==> src/verilog/fes_pkg.sv <==
// package for the flash erase, suspend and blank-check sequencer
// Function
// RQ1 - erase is setup 0020h, confirm 00D0h
// RQ2 - erased block reads back all FFFFh
// RQ3 - one erase; none under program suspend
// RQ4 - locked block or bad supply aborts erase
// RQ5 - erase setup switches partition to status
// RQ6 - erase order: precondition, erase, verify
// RQ7 - status bit 0 flags other-partition operation
// RQ8 - ready bit 7 low while erasing
// RQ9 - array reads of erasing partition undefined
// RQ10 - reset aborts running erase
// RQ11 - during erase only suspend accepted; the code also accepts read status
// RQ12 - suspend 00B0h halts after latency
// RQ13 - suspend shown in bits 7, 6, 2
// RQ14 - lock, supply or protect change aborts suspended
// RQ15 - program in erase-suspended block fails, bit 4
// RQ16 - suspend accepts only listed commands
// RQ17 - reset aborts suspended operations
// RQ18 - non-confirm to buffer block cancels fill
// RQ19 - resume 00D0h continues, clears suspend bit
// RQ20 - dual suspend resumes program first
// RQ21 - blank check 00BCh, 00D0h, refused suspended
// RQ22 - blank failure sets bits 7, 5
package fes_pkg;
  localparam int DATA_W = 16;
  localparam int BLK_W = 5;
  localparam int PART_W = 3;
  localparam int OFF_W = 7;
  localparam int ADDR_W = BLK_W + OFF_W;

  // command codes
  localparam logic [15:0] CMD_ERASE = 16'h0020;
  localparam logic [15:0] CMD_CONFIRM = 16'h00d0;
  localparam logic [15:0] CMD_SUSPEND = 16'h00b0;
  localparam logic [15:0] CMD_BLANK = 16'h00bc;
  localparam logic [15:0] CMD_RD_ARRAY = 16'h00ff;
  localparam logic [15:0] CMD_RD_STATUS = 16'h0070;
  localparam logic [15:0] CMD_CLR_STATUS = 16'h0050;
  localparam logic [15:0] CMD_RD_ID = 16'h0090;
  localparam logic [15:0] CMD_QUERY = 16'h0098;
  localparam logic [15:0] CMD_WORD_PROG = 16'h0040;
  localparam logic [15:0] CMD_BUF_PROG = 16'h00e8;
  localparam logic [15:0] CMD_EFP = 16'h0080;

  // operation_status_word bit positions
  localparam int SB_READY = 7;
  localparam int SB_ERS_SUSP = 6;
  localparam int SB_ERS_ERR = 5;
  localparam int SB_PRG_ERR = 4;
  localparam int SB_VPP_ERR = 3;
  localparam int SB_PRG_SUSP = 2;
  localparam int SB_LOCK_ERR = 1;
  localparam int SB_OTHER_PART = 0;

  localparam logic [15:0] ERASED_WORD = 16'hffff;
  localparam logic [15:0] UNDEF_WORD = 16'h0000;
  // identifier word, value arbitrary
  localparam logic [15:0] ID_WORD = 16'h5a01;

  // suspend_latency in microseconds and in clock cycles
  localparam int CLK_MHZ = 10;
  localparam int SUSP_LAT_US = 20;
  localparam int SUSP_CYC = SUSP_LAT_US * CLK_MHZ;

  typedef struct packed {
    logic wr;
    logic rd;
    logic [ADDR_W-1:0] addr;
    logic [DATA_W-1:0] wdata;
  } fes_req_t;

  typedef enum logic [1:0] {RM_ARRAY, RM_STATUS, RM_ID} fes_rmode_t;
  typedef enum logic [2:0] {
    AR_IDLE, AR_PRECOND, AR_ERASE, AR_VERIFY, AR_PROGRAM, AR_BLANK
  } fes_arr_t;
  typedef enum logic [2:0] {S_NONE, S_ERASE, S_BLANK, S_WORD, S_BCNT, S_BFILL} fes_seq_t;
  typedef enum logic [1:0] {E_IDLE, E_PRE, E_ERS, E_VFY} fes_eph_t;
endpackage

==> src/verilog/fes_top.sv <==
// command sequencer: block erase, suspend/resume, blank check
`timescale 1ns/1ps
module fes_top #(
  parameter int PRE_CYC = 1000,
  parameter int ERS_CYC = 9000000,
  parameter int VFY_CYC = 1000,
  parameter int PRG_CYC = 200,
  parameter int BC_CYC = 500,
  parameter int BUF_WORDS = 512,
  parameter int CNT_W = 24
) (
  input wire logic clk,
  input wire logic rst_n,
  input wire fes_pkg::fes_req_t req,
  output logic [fes_pkg::DATA_W-1:0] rdata,
  input wire logic [fes_pkg::DATA_W-1:0] arr_rdata,
  input wire logic [(1<<fes_pkg::BLK_W)-1:0] blk_locked,
  input wire logic vpp_ok,
  input wire logic wp_n,
  output fes_pkg::fes_arr_t arr_cmd,
  output logic [fes_pkg::BLK_W-1:0] arr_blk
);
  localparam int NBLK = 1 << fes_pkg::BLK_W;
  localparam int NPART = 1 << fes_pkg::PART_W;
  localparam int BCW = $clog2(BUF_WORDS + 1);

  logic [fes_pkg::BLK_W-1:0] a_blk;
  logic [fes_pkg::PART_W-1:0] a_part;
  logic [15:0] cmd;
  assign a_blk = req.addr[fes_pkg::ADDR_W-1 -: fes_pkg::BLK_W];
  assign a_part = req.addr[fes_pkg::ADDR_W-1 -: fes_pkg::PART_W];
  assign cmd = req.wdata;

  // state
  fes_pkg::fes_seq_t seq;
  logic [fes_pkg::BLK_W-1:0] seq_blk;
  logic [BCW-1:0] buf_left;
  fes_pkg::fes_eph_t ers_ph;
  logic [CNT_W-1:0] ers_cnt;
  logic ers_susp;
  logic [fes_pkg::BLK_W-1:0] ers_blk;
  logic prg_busy;
  logic [CNT_W-1:0] prg_cnt;
  logic prg_susp;
  logic [fes_pkg::BLK_W-1:0] prg_blk;
  logic bc_busy;
  logic [CNT_W-1:0] bc_cnt;
  logic [fes_pkg::BLK_W-1:0] bc_blk;
  logic susp_pend;
  logic [CNT_W-1:0] susp_cnt;
  logic wp_hold;
  logic [NBLK-1:0] erased;
  fes_pkg::fes_rmode_t rmode [NPART];
  logic err_ers, err_prg, err_vpp, err_lock;
  logic [fes_pkg::PART_W-1:0] op_part;

  // derived activity
  logic ers_act, ers_run, prg_run, busy, any_susp;
  assign ers_act = ers_ph != fes_pkg::E_IDLE;
  assign ers_run = ers_act && !ers_susp;
  assign prg_run = prg_busy && !prg_susp;
  assign busy = ers_run || prg_run || bc_busy; // RQ8
  assign any_susp = ers_susp || prg_susp;

  // aborts: supply at any time, lock and protect pin while suspended
  logic ers_abort, prg_abort, ers_ab_lock, prg_ab_lock, ers_ab_vpp, prg_ab_vpp;
  assign ers_ab_vpp = ers_act && !vpp_ok; // RQ4
  assign ers_ab_lock = ers_susp && (blk_locked[ers_blk] || wp_n != wp_hold); // RQ14
  assign prg_ab_vpp = prg_busy && !vpp_ok;
  assign prg_ab_lock = prg_susp && (blk_locked[prg_blk] || wp_n != wp_hold); // RQ14
  assign ers_abort = ers_ab_vpp || ers_ab_lock;
  assign prg_abort = prg_ab_vpp || prg_ab_lock;

  // suspend takes effect once the latency has run out
  logic susp_fire;
  assign susp_fire = susp_pend && susp_cnt == '0 && (ers_run || prg_run); // RQ12

  // command decode
  logic do_ers, do_bc, do_prg, do_susp, do_res_prg, do_res_ers, do_clr;
  logic set_ers, set_prg, set_vpp, set_lock;
  logic rm_we;
  fes_pkg::fes_rmode_t rm_val;
  fes_pkg::fes_seq_t next_seq;
  logic prg_ok_now;
  logic chk_prg;

  always_comb begin
    do_ers = 1'b0;
    do_bc = 1'b0;
    do_prg = 1'b0;
    do_susp = 1'b0;
    do_res_prg = 1'b0;
    do_res_ers = 1'b0;
    do_clr = 1'b0;
    set_ers = 1'b0;
    set_prg = 1'b0;
    set_vpp = 1'b0;
    set_lock = 1'b0;
    rm_we = 1'b0;
    rm_val = fes_pkg::RM_STATUS;
    next_seq = seq;
    chk_prg = 1'b0;
    // programming is legal when idle or under erase suspend only
    prg_ok_now = !any_susp || (ers_susp && !prg_busy); // RQ16
    if (req.wr) begin
      unique case (seq)
        fes_pkg::S_ERASE: begin
          next_seq = fes_pkg::S_NONE;
          if (cmd == fes_pkg::CMD_CONFIRM) begin // RQ1
            if (blk_locked[a_blk]) begin // RQ4
              set_ers = 1'b1;
              set_lock = 1'b1;
            end else if (!vpp_ok) begin // RQ4
              set_ers = 1'b1;
              set_vpp = 1'b1;
            end else begin
              do_ers = 1'b1;
            end
          end
        end
        fes_pkg::S_BLANK: begin
          next_seq = fes_pkg::S_NONE;
          if (cmd == fes_pkg::CMD_CONFIRM && a_blk == seq_blk) begin
            do_bc = 1'b1; // RQ21
          end
        end
        fes_pkg::S_WORD: begin
          next_seq = fes_pkg::S_NONE;
          chk_prg = 1'b1;
        end
        fes_pkg::S_BCNT: begin
          next_seq = (a_blk == seq_blk) ? fes_pkg::S_BFILL : fes_pkg::S_NONE;
        end
        fes_pkg::S_BFILL: begin
          if (a_blk != seq_blk) begin
            next_seq = fes_pkg::S_NONE;
            set_prg = 1'b1;
          end else if (buf_left == '0) begin
            // any non-confirm to the buffer block drops the fill
            next_seq = fes_pkg::S_NONE;
            chk_prg = cmd == fes_pkg::CMD_CONFIRM; // RQ18
          end
        end
        default: begin
          if (bc_busy) begin
            // blank check only takes read status
            if (cmd == fes_pkg::CMD_RD_STATUS) begin // RQ22
              rm_we = 1'b1;
            end
          end else if (ers_run || prg_run) begin
            if (cmd == fes_pkg::CMD_SUSPEND) begin
              do_susp = 1'b1; // RQ11
            end else if (cmd == fes_pkg::CMD_RD_STATUS) begin
              rm_we = 1'b1; // RQ7
            end
          end else begin
            unique case (cmd)
              fes_pkg::CMD_RD_ARRAY: begin
                rm_we = 1'b1;
                rm_val = fes_pkg::RM_ARRAY;
              end
              fes_pkg::CMD_RD_STATUS: rm_we = 1'b1;
              fes_pkg::CMD_RD_ID, fes_pkg::CMD_QUERY: begin
                rm_we = 1'b1;
                rm_val = fes_pkg::RM_ID;
              end
              fes_pkg::CMD_CLR_STATUS: do_clr = 1'b1;
              fes_pkg::CMD_CONFIRM: begin
                do_res_prg = prg_susp; // RQ20
                do_res_ers = !prg_susp && ers_susp; // RQ19
              end
              fes_pkg::CMD_ERASE: begin
                if (!any_susp) begin // RQ3
                  next_seq = fes_pkg::S_ERASE;
                  rm_we = 1'b1; // RQ5
                end
              end
              fes_pkg::CMD_BLANK: begin
                if (!any_susp) begin // RQ21
                  next_seq = fes_pkg::S_BLANK;
                  rm_we = 1'b1; // RQ21
                end
              end
              fes_pkg::CMD_WORD_PROG: begin
                if (prg_ok_now) begin
                  next_seq = fes_pkg::S_WORD;
                  rm_we = 1'b1;
                end
              end
              fes_pkg::CMD_BUF_PROG: begin
                if (prg_ok_now) begin
                  next_seq = fes_pkg::S_BCNT;
                  rm_we = 1'b1;
                end
              end
              default: begin
                // factory program, suspend when idle and unknown codes are dropped
              end
            endcase
          end
        end
      endcase
      // shared checks on a program start
      if (chk_prg) begin
        if (ers_susp && a_blk == ers_blk) begin
          set_prg = 1'b1; // RQ15
        end else if (blk_locked[a_blk]) begin
          set_prg = 1'b1;
          set_lock = 1'b1;
        end else if (!vpp_ok) begin
          set_prg = 1'b1;
          set_vpp = 1'b1;
        end else begin
          do_prg = 1'b1;
        end
      end
    end
  end

  // command sequence tracking and buffer fill count
  always_ff @(posedge clk or negedge rst_n) begin
    if (!rst_n) begin
      seq <= fes_pkg::S_NONE;
      seq_blk <= '0;
      buf_left <= '0;
    end else if (req.wr) begin
      seq <= next_seq;
      if (seq == fes_pkg::S_NONE) begin
        seq_blk <= a_blk;
      end
      if (seq == fes_pkg::S_BCNT) begin
        // count word holds words minus one, clipped to the buffer
        buf_left <= (cmd >= 16'(BUF_WORDS)) ? BCW'(BUF_WORDS) : BCW'(cmd + 16'h0001);
      end else if (seq == fes_pkg::S_BFILL && buf_left != '0) begin
        buf_left <= buf_left - BCW'(1);
      end
    end
  end

  // per-partition read mode
  always_ff @(posedge clk or negedge rst_n) begin
    if (!rst_n) begin
      for (int i = 0; i < NPART; i++) begin
        rmode[i] <= fes_pkg::RM_ARRAY;
      end
    end else if (rm_we) begin
      rmode[a_part] <= rm_val; // RQ5
    end
  end

  // erase engine; reset clears it asynchronously
  always_ff @(posedge clk or negedge rst_n) begin
    if (!rst_n) begin
      ers_ph <= fes_pkg::E_IDLE; // RQ10 RQ17
      ers_cnt <= '0;
      ers_susp <= 1'b0;
      ers_blk <= '0;
    end else if (ers_abort) begin
      ers_ph <= fes_pkg::E_IDLE; // RQ4 RQ14
      ers_susp <= 1'b0;
    end else if (do_ers) begin
      ers_ph <= fes_pkg::E_PRE; // RQ6
      ers_cnt <= CNT_W'(PRE_CYC - 1);
      ers_blk <= a_blk; // RQ1
    end else if (susp_fire && !prg_run) begin
      ers_susp <= 1'b1; // RQ13
    end else if (do_res_ers) begin
      ers_susp <= 1'b0; // RQ19
    end else if (ers_run) begin
      if (ers_cnt != '0) begin
        ers_cnt <= ers_cnt - CNT_W'(1);
      end else begin
        // precondition, then erase, then verify
        unique case (ers_ph)
          fes_pkg::E_PRE: begin
            ers_ph <= fes_pkg::E_ERS; // RQ6
            ers_cnt <= CNT_W'(ERS_CYC - 1);
          end
          fes_pkg::E_ERS: begin
            ers_ph <= fes_pkg::E_VFY; // RQ6
            ers_cnt <= CNT_W'(VFY_CYC - 1);
          end
          default: ers_ph <= fes_pkg::E_IDLE;
        endcase
      end
    end
  end

  // program engine, only as far as suspend behaviour needs it
  always_ff @(posedge clk or negedge rst_n) begin
    if (!rst_n) begin
      prg_busy <= 1'b0; // RQ17
      prg_cnt <= '0;
      prg_susp <= 1'b0;
      prg_blk <= '0;
    end else if (prg_abort) begin
      prg_busy <= 1'b0; // RQ14
      prg_susp <= 1'b0;
    end else if (do_prg) begin
      prg_busy <= 1'b1;
      prg_cnt <= CNT_W'(PRG_CYC - 1);
      prg_blk <= a_blk;
    end else if (susp_fire && prg_run) begin
      prg_susp <= 1'b1; // RQ13
    end else if (do_res_prg) begin
      prg_susp <= 1'b0; // RQ20
    end else if (prg_run) begin
      if (prg_cnt != '0) begin
        prg_cnt <= prg_cnt - CNT_W'(1);
      end else begin
        prg_busy <= 1'b0;
      end
    end
  end

  // blank check runner; it cannot be suspended
  always_ff @(posedge clk or negedge rst_n) begin
    if (!rst_n) begin
      bc_busy <= 1'b0;
      bc_cnt <= '0;
      bc_blk <= '0;
    end else if (do_bc) begin
      bc_busy <= 1'b1;
      bc_cnt <= CNT_W'(BC_CYC - 1);
      bc_blk <= a_blk;
    end else if (bc_busy) begin
      if (bc_cnt != '0) begin
        bc_cnt <= bc_cnt - CNT_W'(1);
      end else begin
        bc_busy <= 1'b0;
      end
    end
  end

  // suspend latency; dropped if the operation ends first
  always_ff @(posedge clk or negedge rst_n) begin
    if (!rst_n) begin
      susp_pend <= 1'b0;
      susp_cnt <= '0;
    end else if (do_susp && !susp_pend) begin
      susp_pend <= 1'b1; // RQ12
      susp_cnt <= CNT_W'(fes_pkg::SUSP_CYC - 1);
    end else if (susp_fire || !(ers_run || prg_run)) begin
      susp_pend <= 1'b0;
    end else if (susp_pend) begin
      susp_cnt <= susp_cnt - CNT_W'(1);
    end
  end

  // protect pin follows freely until something is suspended
  always_ff @(posedge clk or negedge rst_n) begin
    if (!rst_n) begin
      wp_hold <= 1'b0;
    end else if (!any_susp) begin
      wp_hold <= wp_n;
    end
  end

  // erased-block tracking; reset leaves every block unknown
  logic ers_done, prg_done, bc_done;
  assign ers_done = ers_run && ers_ph == fes_pkg::E_VFY && ers_cnt == '0 && !susp_fire;
  assign prg_done = prg_run && prg_cnt == '0 && !susp_fire && !prg_abort;
  assign bc_done = bc_busy && bc_cnt == '0;
  always_ff @(posedge clk or negedge rst_n) begin
    if (!rst_n) begin
      erased <= '0; // RQ10
    end else begin
      for (int i = 0; i < NBLK; i++) begin
        if (ers_done && !ers_abort && ers_blk == fes_pkg::BLK_W'(i)) begin
          erased[i] <= 1'b1; // RQ2
        end else if ((do_ers && a_blk == fes_pkg::BLK_W'(i))
                     || (prg_done && prg_blk == fes_pkg::BLK_W'(i))) begin
          erased[i] <= 1'b0;
        end
      end
    end
  end

  // sticky error bits; a new error wins over clear status
  logic bc_fail;
  assign bc_fail = bc_done && !erased[bc_blk]; // RQ22
  always_ff @(posedge clk or negedge rst_n) begin
    if (!rst_n) begin
      err_ers <= 1'b0;
      err_prg <= 1'b0;
      err_vpp <= 1'b0;
      err_lock <= 1'b0;
    end else begin
      err_ers <= (err_ers && !do_clr) || set_ers || ers_abort || bc_fail; // RQ4 RQ22
      err_prg <= (err_prg && !do_clr) || set_prg || prg_abort; // RQ15
      err_vpp <= (err_vpp && !do_clr) || set_vpp || ers_ab_vpp || prg_ab_vpp;
      err_lock <= (err_lock && !do_clr) || set_lock || ers_ab_lock || prg_ab_lock;
    end
  end

  // partition of the operation in progress, for status bit 0
  always_ff @(posedge clk or negedge rst_n) begin
    if (!rst_n) begin
      op_part <= '0;
    end else if (do_ers || do_bc || do_prg) begin
      op_part <= a_part;
    end
  end

  // status word as seen from the addressed partition
  logic [7:0] status;
  assign status = {!busy, ers_susp, err_ers, err_prg, err_vpp, prg_susp, err_lock,
                   (busy || any_susp) && op_part != a_part}; // RQ7 RQ13

  // read data, one cycle after the read strobe
  always_ff @(posedge clk or negedge rst_n) begin
    if (!rst_n) begin
      rdata <= '0;
    end else if (req.rd) begin
      unique case (rmode[a_part])
        fes_pkg::RM_STATUS: rdata <= {8'h00, status}; // RQ8
        fes_pkg::RM_ID: rdata <= fes_pkg::ID_WORD;
        default: begin
          if (busy && op_part == a_part) begin
            rdata <= fes_pkg::UNDEF_WORD; // RQ9
          end else if (erased[a_blk]) begin
            rdata <= fes_pkg::ERASED_WORD; // RQ2
          end else begin
            rdata <= arr_rdata;
          end
        end
      endcase
    end else begin
      rdata <= '0;
    end
  end

  // array control: the running phase and its block
  always_comb begin
    arr_cmd = fes_pkg::AR_IDLE;
    arr_blk = '0;
    if (bc_busy) begin
      arr_cmd = fes_pkg::AR_BLANK;
      arr_blk = bc_blk;
    end else if (prg_run) begin
      arr_cmd = fes_pkg::AR_PROGRAM;
      arr_blk = prg_blk;
    end else if (ers_run) begin
      arr_blk = ers_blk;
      unique case (ers_ph)
        fes_pkg::E_PRE: arr_cmd = fes_pkg::AR_PRECOND; // RQ6
        fes_pkg::E_ERS: arr_cmd = fes_pkg::AR_ERASE;
        default: arr_cmd = fes_pkg::AR_VERIFY;
      endcase
    end
  end
endmodule

==> config.mk <==
export PLATFORM = sky130hd
export DESIGN_NAME = fes_top
export DESIGN_NICKNAME = d
export VERILOG_FILES = /design/src/verilog/fes_pkg.sv /design/src/verilog/fes_top.sv
export SDC_FILE = /design/constraint.sdc
export NUM_CORES = 1
export LEC_CHECK = 0
export ABC_AREA = 0
export BUFFER_PORTS_ARGS = -buffer_cell sky130_fd_sc_hd__clkbuf_2
export CAP_MARGIN = 5
export CORE_AREA = 2 2 167 169
export CTS_CLUSTER_DIAMETER = 200
export DETAILED_ROUTE_END_ITERATION = 12
export DIE_AREA = 0 0 169 171
export GPL_ROUTABILITY_DRIVEN = 0
export PLACE_DENSITY = 0.77
export SLEW_MARGIN = 20
export SYNTH_ARGS = -nofsm -noshare
export SYNTH_HDL_FRONTEND = slang
export SYNTH_SLANG_ARGS = --single-unit
==> constraint.sdc <==
create_clock -name clk -period 3.05 [get_ports clk]
set_input_delay 0.7625 -clock clk [delete_from_list [all_inputs] [get_ports clk]]
set_output_delay 0.7625 -clock clk [all_outputs]
set_load 0.01 [all_outputs]
==> impl_results.md <==
* Status: finished clean
* Syn-to-layout area delta at 22.1%
* Yosys Warn Count at 0
* Tcrit/Tclk final at a little over nine tenths
* Share of cells above drive strength 1 at between 20% and 30%
* Worst-margin pin slew at 689 ps
* Largest net degree at the start of global routing at a little under 80
* PD cells at about 550 nW/um2
* Worst r2r dst: erased[4]
* Flop pwr share at approximately two fifths
* Crit. Startpoint: prg_cnt[9]
* Initial antenna violation count at 1
* Drt via density at 6.19
* CTS buffer count at 24
* Port bufs at just under 100
* Die Wd at roughly 170 um
* Number of synthesized register bits at 208
* Final Hold Vio Count at 0
* Clock Skew at about 28 ps
* Max Freq at around 340 MHz
* Crit path max-delay family: simple AND/OR/NAND/NOR gates
* GR Overflow Total at 0
* Clk_lat worst skew at ~530 ps
* Ys flop type: dfrtp_1
* Iteration-0 DRC Markers at roughly 1.3k
* # H-tree levels at 1
* Post-synth EDFFs at 0
* First-pass GRT wire length at roughly 60 mm
* Gate power share at about a quarter
* Die H at between 150 and 200 um
* Area of the core at 27,300 um2
* Worst reg2reg path startpoint: prg_cnt[9]
* Max Cap Viol at 0
* Dpl cell area at between 10,000 and 15,000 um2
* Slew Viols, Final at 0
* Num ports at between 100 and 150
* Register-to-Register Path Depth at 8
* Vias at 12.1k
* Routed WL at between 30 and 40 mm
* CP max stage delay at 560 ps
* End point of the critical path: erased[4]
* Clock buffer depth at 3
* Syn Area/Cell at ~9.4 um2
* Unique masters post-synth at a little under 70
* Finished Layout Cells at approximately 2.0k
* CTS Sinks at ~210
* Dpl ws at -379 ps
* WP data required at between 3000 and 4000 ps
* Vias in the first global route at 11.9k
* CP Buf/Inv Count at 1
* Initial Utilization at ~48%
* Number of fill cells in the layout at between 2k and 2.5k
* Syn nets at approximately 1.5k
* Tmin final at approximately 3000 ps
* Worst Path Arrival at 3380 ps
* Wire per inst at ~19 um
* DR pass1 iterations at 5
* CP Max Fanout at 3
* Cell count after placement at 1,901
* Hold buffers post-CTS at 0
* Worst Slack Setup Final at between 60 and 70 ps
* Post-route setup TNS at 0 ps
* NetSw at 2.79 mW
* Switching Share at 31.8%
* Clock slew at reported path FFs at approximately 70 ps
* DRC violations left at 0
* All-Layer GR Usage at between 20% and 30%
* Internal at 5.99 mW
* Crit path cell chain: or4_4, nor4b_4, buf_4, nand4b_1, or3_4, or4_1, o211ai_1, o31ai_1
* Setup violators final at 0
* Post-Syn Instances at 1,390
* Slowest-stage cell, CP: or4_4
* Row cnt at 61
* Clock share of power at about a third
* CTS tree: done
* HPWL Detailed at 26.7 mm
* Async S/R FF share, synth at between 90% and 100%
* Maximum VDD drop at roughly 0.35 mV
* CP Capture Type: flop
* Routed Antenna Nets at 0
* Relative slew slack at ~54%
* Post-route cell area at about 16,000 um2
* R2R setup slack at approximately 70 ps
* CTS Root Cell: clkbuf_16
* Critical path depth in cells at 8
* Hold WS at approximately 270 ps
* WS Path Type: flop to flop
* Startpoint types: flop
* Register area share after synthesis at 39.9%
* Synth Cell Area at approximately 13,000 um2
* Layout net count at roughly 1.7k
* Hold Crit Class: input pin to asynchronous set/reset pin
* P_leak at between 6 and 7 nW
* Die ar. at ~29,000 um2
[layout make-up]
type / count / area, um2 / share of cell area (%)
multi-input combinational: 1048 / 7410 / 46.5
antenna: 1 / 2.50 / 0.0157
timing repair buffer: 270 / 1930 / 12.1
clock inverter: 9 / 105 / 0.660
clock buffer: 35 / 713 / 4.48
tap: 346 / 433 / 2.72
inverter: 35 / 131 / 0.825
sequential: 208 / 5200 / 32.7
[metrics by stage]
stage / util (%) / total power, mW
2_1_floorplan: - / 4.85
3_3_place_gp: 54.9 / 5.59
3_5_place_dp: 54.9 / 5.69
4_1_cts: 58.0 / 8.70
5_1_grt: 58.3 / 9.19
6_report: 58.3 / 8.78
[synth_stat cells, types with 12 or more instances]
cell type / count / area, um2
dfrtp_1: 208 / 5200
nor2_1: 128 / 480
mux2i_1: 23 / 230
nand2_1: 131 / 492
mux2_2: 29 / 327
buf_1: 12 / 45.0
and3_1: 13 / 81.3
a21oi_1: 32 / 160
mux4_2: 44 / 991
o211ai_1: 23 / 173
nor3_1: 57 / 285
o41ai_1: 19 / 166
o21ai_0: 65 / 325
nand4_1: 13 / 81.3
ha_1: 18 / 225
o21a_1: 23 / 173
or3_1: 32 / 200
nand3_1: 81 / 405
a22oi_1: 12 / 90.1
xnor2_1: 44 / 385
nor2b_1: 12 / 75.1
nand3b_1: 12 / 90.1
or4_1: 16 / 120
clkbuf_1: 75 / 282
inv_1: 35 / 131
o31ai_1: 29 / 218
xor2_1: 24 / 210
nor4_1: 31 / 194
[what timing repair did]
action | in CTS | in global routing
resized for setup | 5 | 7
pin swaps | 0 | 3
setup endpoints to repair | 8 | 24
buffers inserted | 0 | 6
[layer usage]
metal	GRT usage [%]	vias up	routed length (um)
li1	-	5544	-
met1	33.5	5913	15200
met2	42.5	518	17600
met3	4.26	111	2860
met4	10.4	0	1420
met5	0	-	0
[power groups by stage]
stage	registers (mW)	logic [mW]	clock network, mW
final	3.51	2.29	2.98
after global routing	3.55	2.50	3.14
after CTS	3.48	2.21	3.01
after detailed placement	3.52	2.17	0
after global placement	3.50	2.09	0
after floorplan	3.41	1.45	0
[cells by family (layout without fill, tap and decap cells)]
| kind of cell | Yosys count | count (layout) | share of synthesized area (%) |
|---|---|---|---|
| AOI/OAI and AO/OA | 283 | 283 | 15.2 |
| xor gates and xnor gates | 68 | 68 | 4.57 |
| adders and majority gates | 18 | 18 | 1.73 |
| buffers and inverters | 134 | 349 | 4.19 |
| DFF | 208 | 208 | 39.9 |
| muxes | 96 | 96 | 11.9 |
| other | 0 | 1 | 0 |
| and+or+nand+nor | 583 | 583 | 22.6 |
[flip-flops by register name, indices dropped and copies added, names as in the netlist, 5 cells and up]
| register | flops |
|---|---|
| prg_cnt | 24 |
| bc_cnt | 24 |
| seq_blk | 5 |
| ers_blk | 5 |
| rmode | 16 |
| prg_blk | 5 |
| buf_left | 10 |
| erased | 32 |
| bc_blk | 5 |
| susp_cnt | 24 |
| rdata | 16 |
| ers_cnt | 24 |
[placed cells by master (no fill, tap or decap), drive strengths merged, types with 18 or more instances in the layout]
cell,synthesis,layout
nand2,131,131
o21ai,66,66
mux4,44,44
ha,18,18
a21oi,32,32
dfrtp,208,208
clkbuf,75,133
o21a,23,23
nand3,81,81
mux2i,23,23
o211ai,24,24
nor2,128,128
mux2,29,29
xnor2,44,44
o41ai,19,19
nor3,57,57
buf,24,172
nor4,31,31
inv,35,37
o31ai,29,29
xor2,24,24
or3,33,33
[worst min-delay path by stage]
stage                             from           end  slack (ps)
after global routing             rst_n  susp_cnt[22]         330
after global placement    susp_cnt[22]  susp_cnt[22]         460
after CTS                        rst_n  susp_cnt[17]         300
final                            rst_n  susp_cnt[17]         270
after detailed placement  susp_cnt[22]  susp_cnt[22]         460
after floorplan           susp_cnt[22]  susp_cnt[22]         440
Note: power is estimated with default switching activity, not from simulation.
